===== src/common/rmx_pkg.sv =====
`default_nettype none
package rmx_pkg;
    localparam int unsigned NUM_REQ = 4;
    localparam int unsigned MODE_W = 4;
    localparam int unsigned SYNC_STAGES = 2;
    // Operating mode held until the mode is latched at reset release.
    localparam logic [3:0] MODE_RST = 4'h0;
    // Per-request configuration after reset: all masked, level-sensitive.
    localparam logic [3:0] MASK_RST = 4'hf;
    localparam logic [3:0] EDGE_RST = 4'h0;
    // Core output clock phase divider: one enable every PHASE_DIV core cycles.
    localparam logic [1:0] PHASE_DIV = 2'h2;
    // Index of the request that may also end the Stop state.
    localparam int unsigned STOP_REQ = 0;

    typedef enum logic [2:0] {
        RMX_RESET = 3'b001,
        RMX_LATCH = 3'b010,
        RMX_RUN = 3'b100
    } rmx_state_t;
endpackage : rmx_pkg
`default_nettype wire


===== src/common/rmx_sync_if.sv =====
`timescale 1ns/100ps
`default_nettype none
// Carries the synchronised request pins from the synchroniser to the core.
interface rmx_sync_if;
    logic [3:0] pins_n;
    modport src (output pins_n);
    modport dst (input pins_n);
endinterface : rmx_sync_if
`default_nettype wire


===== src/rtl/rmx_sync.sv =====
`timescale 1ns/100ps
`default_nettype none
// Two-stage synchroniser for the shared mode/request pins.
module rmx_sync (
    input wire logic clk_i,
    input wire logic rst_n_i,
    input wire logic [3:0] pins_n_i,
    rmx_sync_if.src sync
);
    logic [3:0] meta;
    logic [3:0] stable;
    logic [3:0] next_meta;
    logic [3:0] next_stable;

    always_comb begin
        next_meta = pins_n_i;
        next_stable = meta;
    end

    // Pins idle high, so reset to the inactive level.
    always_ff @(posedge clk_i or negedge rst_n_i) begin
        if (!rst_n_i) begin
            meta <= 4'hf;
            stable <= 4'hf;
        end else begin
            meta <= next_meta;
            stable <= next_stable;
        end
    end

    assign sync.pins_n = stable;
endmodule // rmx_sync
`default_nettype wire


===== src/rtl/rmx_top.sv =====
`timescale 1ns/100ps
`default_nettype none
module rmx_top (
    input wire logic core_clk_i,
    input wire logic resetn_i,
    input wire logic [3:0] mode_int_n_i,
    input wire logic [3:0] int_mask_i,
    input wire logic [3:0] int_edge_sel_i,
    input wire logic wait_state_i,
    input wire logic stop_state_i,
    output logic chip_reset_n_o,
    output logic core_clock_output_o,
    output logic [3:0] operating_mode_reg_o,
    output logic [3:0] ext_int_pending_o,
    output logic wake_o
);
    ////////////////////////////////////////////////////////////////////////
    logic rst_meta;
    logic rst_sync;

    // The Schmitt stage is analogue; digitally the low level is taken as reset.
    always_ff @(posedge core_clk_i or negedge resetn_i) begin
        if (!resetn_i) begin
            rst_meta <= 1'b0;
            rst_sync <= 1'b0;
        end else begin
            rst_meta <= 1'b1;
            rst_sync <= rst_meta;
        end
    end

    ////////////////////////////////////////////////////////////////////////
    // Phase generator: reset with the chip so every device starts in phase.
    logic [1:0] phase;
    logic clk_out;
    logic [1:0] next_phase;
    logic next_clk_out;
    logic phase_en;

    always_comb begin
        phase_en = (phase == rmx_pkg::PHASE_DIV - 2'h1);
        next_phase = phase_en ? 2'h0 : phase + 2'h1;
        next_clk_out = phase_en ? ~clk_out : clk_out;
    end

    always_ff @(posedge core_clk_i or negedge rst_sync) begin
        if (!rst_sync) begin
            phase <= 2'h0;
            clk_out <= 1'b0;
        end else begin
            phase <= next_phase;
            clk_out <= next_clk_out;
        end
    end

    ////////////////////////////////////////////////////////////////////////
    rmx_sync_if sync_bus ();

    rmx_sync u_sync (
        .clk_i(core_clk_i),
        .rst_n_i(rst_sync),
        .pins_n_i(mode_int_n_i),
        .sync(sync_bus.src)
    );

    // Mode pins are sampled raw (two stages) while reset, so a separate
    // always-running synchroniser keeps the last value seen before release.
    logic [3:0] mode_meta;
    logic [3:0] mode_seen;

    always_ff @(posedge core_clk_i) begin
        mode_meta <= mode_int_n_i;
        mode_seen <= mode_meta;
    end

    ////////////////////////////////////////////////////////////////////////
    rmx_pkg::rmx_state_t state;
    rmx_pkg::rmx_state_t next_state;
    logic [3:0] mode;
    logic [3:0] next_mode;
    logic [3:0] mask;
    logic [3:0] edge_sel;
    logic [3:0] next_mask;
    logic [3:0] next_edge_sel;
    logic [3:0] prev_n;
    logic [3:0] next_prev_n;
    logic [3:0] pend;
    logic [3:0] next_pend;
    logic wake;
    logic next_wake;
    logic chip_rst_n;
    logic next_chip_rst_n;
    logic [3:0] fall;
    logic [3:0] req;

    always_comb begin
        next_state = state;
        next_mode = mode;
        next_mask = mask;
        next_edge_sel = edge_sel;
        next_prev_n = sync_bus.pins_n;
        next_pend = pend;
        next_wake = 1'b0;
        next_chip_rst_n = chip_rst_n;
        fall = prev_n & ~sync_bus.pins_n;
        req = 4'h0;
        case (state)
            rmx_pkg::RMX_RESET: begin
                next_state = rmx_pkg::RMX_LATCH;
            end
            rmx_pkg::RMX_LATCH: begin
                next_mode = mode_seen;
                next_chip_rst_n = 1'b1;
                next_state = rmx_pkg::RMX_RUN;
            end
            rmx_pkg::RMX_RUN: begin
                next_mask = int_mask_i;
                next_edge_sel = int_edge_sel_i;
                for (int i = 0; i < 4; i++) begin
                    req[i] = edge_sel[i] ? fall[i] : ~sync_bus.pins_n[i];
                end
                req = req & ~mask;
                // Edge requests stay pending until the edge mode is left or the request is masked;
                // level requests follow the pin.
                next_pend = (pend & edge_sel & ~mask) | req;
                next_wake = (wait_state_i && (req != 4'h0))
                    || (stop_state_i && req[rmx_pkg::STOP_REQ]);
            end
            default: begin
                next_state = rmx_pkg::RMX_RESET;
            end
        endcase
    end

    // Until RUN the pins feed the mode path and the prev_n edge history, never a request.
    always_ff @(posedge core_clk_i or negedge rst_sync) begin
        if (!rst_sync) begin
            state <= rmx_pkg::RMX_RESET;
            mode <= rmx_pkg::MODE_RST;
            mask <= rmx_pkg::MASK_RST;
            edge_sel <= rmx_pkg::EDGE_RST;
            prev_n <= 4'hf;
            pend <= 4'h0;
            wake <= 1'b0;
            chip_rst_n <= 1'b0;
        end else begin
            state <= next_state;
            mode <= next_mode;
            mask <= next_mask;
            edge_sel <= next_edge_sel;
            prev_n <= next_prev_n;
            pend <= next_pend;
            wake <= next_wake;
            chip_rst_n <= next_chip_rst_n;
        end
    end

    assign chip_reset_n_o = chip_rst_n;
    assign core_clock_output_o = clk_out;
    assign operating_mode_reg_o = mode;
    assign ext_int_pending_o = pend;
    assign wake_o = wake;
endmodule // rmx_top
`default_nettype wire


===== config.mk =====
export PLATFORM = sky130hd
export DESIGN_NAME = rmx_top
export DESIGN_NICKNAME = d
export VERILOG_FILES = /design/src/common/rmx_pkg.sv /design/src/common/rmx_sync_if.sv /design/src/rtl/rmx_sync.sv /design/src/rtl/rmx_top.sv
export SDC_FILE = /design/constraint.sdc
export NUM_CORES = 1
export LEC_CHECK = 0
export ABC_AREA = 1
export BUFFER_PORTS_ARGS = -buffer_cell sky130_fd_sc_hd__buf_2
export CAP_MARGIN = 10
export CORE_MARGIN = 2
export CORE_UTILIZATION = 55
export DETAILED_ROUTE_END_ITERATION = 10
export GPL_TIMING_DRIVEN = 0
export HOLD_SLACK_MARGIN = 0.15
export PLACE_DENSITY = 0.87
export SLEW_MARGIN = 30
export SYNTH_ARGS = -nofsm -noshare
export SYNTH_HDL_FRONTEND = slang
export SYNTH_SLANG_ARGS = --single-unit

===== constraint.sdc =====
create_clock -name core_clk_i -period 2.95 [get_ports core_clk_i]
set_input_delay 0.59 -clock core_clk_i [delete_from_list [all_inputs] [get_ports core_clk_i]]
set_output_delay 0.59 -clock core_clk_i [all_outputs]
set_load 0.03 [all_outputs]

==> results by group <==
Status
  • Status: completed

Clock tree
  • Cells resized by post-CTS repair: 0
  • Clock slew at reported path FFs: 130 ps
  • Root Driver: clkbuf_4
  • CTS Buffer Depth: 2
  • Max H-tree Level: 2
  • CTS tree: yes
  • Clk Latency, worst-skew pair: 350 ps
  • Clock Sinks: 46
  • Num CTS Buffers: 5

Critical path
  • FF-to-FF End: edge_sel[2]$_DFFE_PN0P_
  • Crit path depth: 1
  • Worst reg-to-reg setup slack: 1780 ps
  • CP max stage delay: 410 ps
  • Slowest cell on the critical path: dfrtp_1
  • Worst Setup Start Kind: register
  • Req. time, crit path: 2360 ps
  • Critical R2R Launch: state[0]$_DFFE_PN1N_
  • Critical path startpoint: core_clock_output_o$_DFFE_PN0P_
  • Kind of critical path: register to output port
  • CP top delay family: flip-flops
  • FF-to-FF path depth: 6
  • Largest fanout on the critical path: 2
  • Arrival @ worst endpoint: 940 ps
  • CP Capture Type: output port
  • Worst Path Buf+Inv: 1
  • Crit path cell chain: buf_2

Final layout
  • Nets: 187
  • Diodes inserted: 0
  • Post-route cell area: 0.00178 mm2
  • Share of cells above drive strength 1: 0.360
  • Area Overhead vs Synth: 15.0%
  • Finished Core Util: 0.656

Worst hold path
  • Hold EP: u_sync.meta[3]$_DFF_PN1_
  • Hold path depth: 1
  • Worst hold path class: input pin to register
  • Hold Startpoint: mode_int_n_i[3]

Timing
  • RSZ-0062 raised after global routing: no
  • Period minus WS final: 1530 ps
  • Worst Max-Slew Pin Slew: 718 ps
  • Maximum clock frequency: 652 MHz
  • Relative slew slack: 0.521
  • Final Cycle Share: 0.520
  • Setup Skew: 10.0 ps
  • Setup_tns: 0 ps
  • Slew Viols, Final: 0
  • Setup WS post-layout: 1420 ps
  • Hold Violations, Final: 0
  • Setup-failing EPs final: 0

Logic synthesis
  • Syn Nets: 153
  • Post-synth cell types: 19
  • #FFs+latches synth: 46
  • Post-synthesis sequential area ratio: 0.732
  • Avg Cell Area, Syn: 11.3 um2
  • Synth warn: 0
  • Syn Std Cell Area: 0.00155 mm2
  • Gate Count Post-Synth: 137

Routing
  • DR iter-0 viols: 24
  • Routed WL per cell: 11.7 um
  • # DRC: 0
  • DR vias: 969
  • DRT antenna net count: 0
  • DR vias/cell: 4.77
  • Final wirelength: 2.38 mm
  • Detailed Routing Iterations Pass 1: 3

GRT
  • Vias in the first global route: 973
  • GRT overflow: 0
  • Largest net degree at the start of global routing: 37
  • GRT Resource Usage Total: 0.174
  • Initial antenna violation count: 0
  • First-pass GRT wire length: 4.09 mm

Place
  • I/O Buffers: 26
  • DP Worst Slack: 1800 ps
  • GP Congestion: 0.806
  • Detailed placement HPWL: 1.72 mm
  • Placement Cell Area: 0.00172 mm2

Floorplanning
  • Initial core utilization: 0.571
  • IO Count: 27
  • Row count: 19
  • Core area: 0.00271 mm2
  • Die Y: 57.0 um
  • Total die area: 0.00325 mm2
  • Die width: 57.0 um

Power
  • LEAKAGE: 0.911 nW
  • Peak supply drop: 0.447 mV
  • Cell Pwr Density: 577 mW/mm2
  • Overall power: 0.00103 W

Flow run
  • Max-Cap Viols: 0
## through the flow
step | instances | hold slack, ps
5_1_grt | 203 | 299
2_1_floorplan | 137 | 294
6_report | 203 | 330
3_5_place_dp | 194 | 316
3_3_place_gp | 194 | 310
4_1_cts | 203 | 314
## flip-flops by register name (all words and copies together), names as in the netlist, 2 cells and up
register and cells:
edge_sel 4, ext_int_pending_o 4, mask 4, mode_meta 4, mode_seen 4, operating_mode_reg_o 4, prev_n 4, u_sync.meta 4
u_sync.sync.pins_n 4, state 3, phase 2
## cell usage in the layout (no fill, tap or decap), drive strengths merged, types with 2 or more instances in the layout
master | Yosys | final
o21ai | 16 | 16
inv | 20 | 20
buf | 2 | 28
clkinv | 0 | 2
dfxtp | 8 | 8
clkbuf | 0 | 6
nand2 | 36 | 36
dfstp | 17 | 17
dfrtp | 21 | 21
nor2 | 11 | 11
## kinds of logic (layout without fill, tap and decap cells)
logic type	after synthesis	after routing	share of synthesized area
AO/OA/AOI/OAI	17	17	0.0623
other	1	1	0.00242
XOR/XNOR	1	1	0.00566
buffers and inverters	22	57	0.0631
AND/OR/NAND/NOR	50	50	0.134
flip-flops	46	46	0.732
## routing by layer
layer,track usage,share of wire,vias up
met2,0.278,0.47,26
met5,0,0,-
met1,0.197,0.44,459
li1,-,-,478
met3,0.0884,0.060,6
met4,0.0797,0.021,0
## where the power goes
group / switching, W / internal, W / leakage (nW) / total (W)
Clock: 0.000185 / 0.0000910 / 0.0320 / 0.000276
Sequential: 0.0000201 / 0.000667 / 0.500 / 0.000687
Combinational: 0.0000385 / 0.0000242 / 0.379 / 0.0000627
## synthesized netlist by cell type
master	n	area [um2]
inv_2	1	3.75
dfstp_2	17	447
conb_1	1	3.75
dfrtp_1	21	526
nor2_1	10	37.5
nor3_1	1	5.00
o21ai_2	3	26.3
buf_6	2	22.5
nand2_1	33	124
o21ai_0	8	40.0
nor2_2	1	6.26
xnor2_1	1	8.76
nand2_2	3	18.8
a21oi_1	1	5.00
nand3_1	1	5.00
nand3b_2	1	11.3
inv_1	19	71.3
dfxtp_1	8	160
o21ai_1	5	25.0
## worst reg2reg max path, cell delays in order (launching register included)
cell	delay [ps]
dfstp_2	560
nor2_2	40
nand2_2	120
inv_2	80
buf_6	150
nand2_1	70
o21ai_2	50
## cell type report
type                            instances  area [um2]
Sequential cell                        46        1130
Fill cell                             226         932
Multi-Input combinational cell         69         317
Timing Repair Buffer                   27         140
Inverter                               20        75.1
Clock buffer                            6        41.3
Tap cell                               31        38.8
Buffer                                  2        22.5
Clock inverter                          2        10.0
## how the worst max path moves through the flow
stage | slack (ps) | endpoint
after global routing | 1360 | operating_mode_reg_o[2]
after detailed placement | 1800 | edge_sel[2]$_DFFE_PN0P_
final | 1420 | core_clock_output_o
after global placement | 1550 | operating_mode_reg_o[1]$_DFFE_PN0N_
after CTS | 1400 | operating_mode_reg_o[2]
after floorplan | 1840 | chip_reset_n_o$_DFFE_PN0N_
## what timing repair did
action,4_1_cts,5_1_grt
hold buffers,1,0
endpoints found under the hold margin,2,0
buffers inserted,0,0
Note: power is estimated with default switching activity, not from simulation.
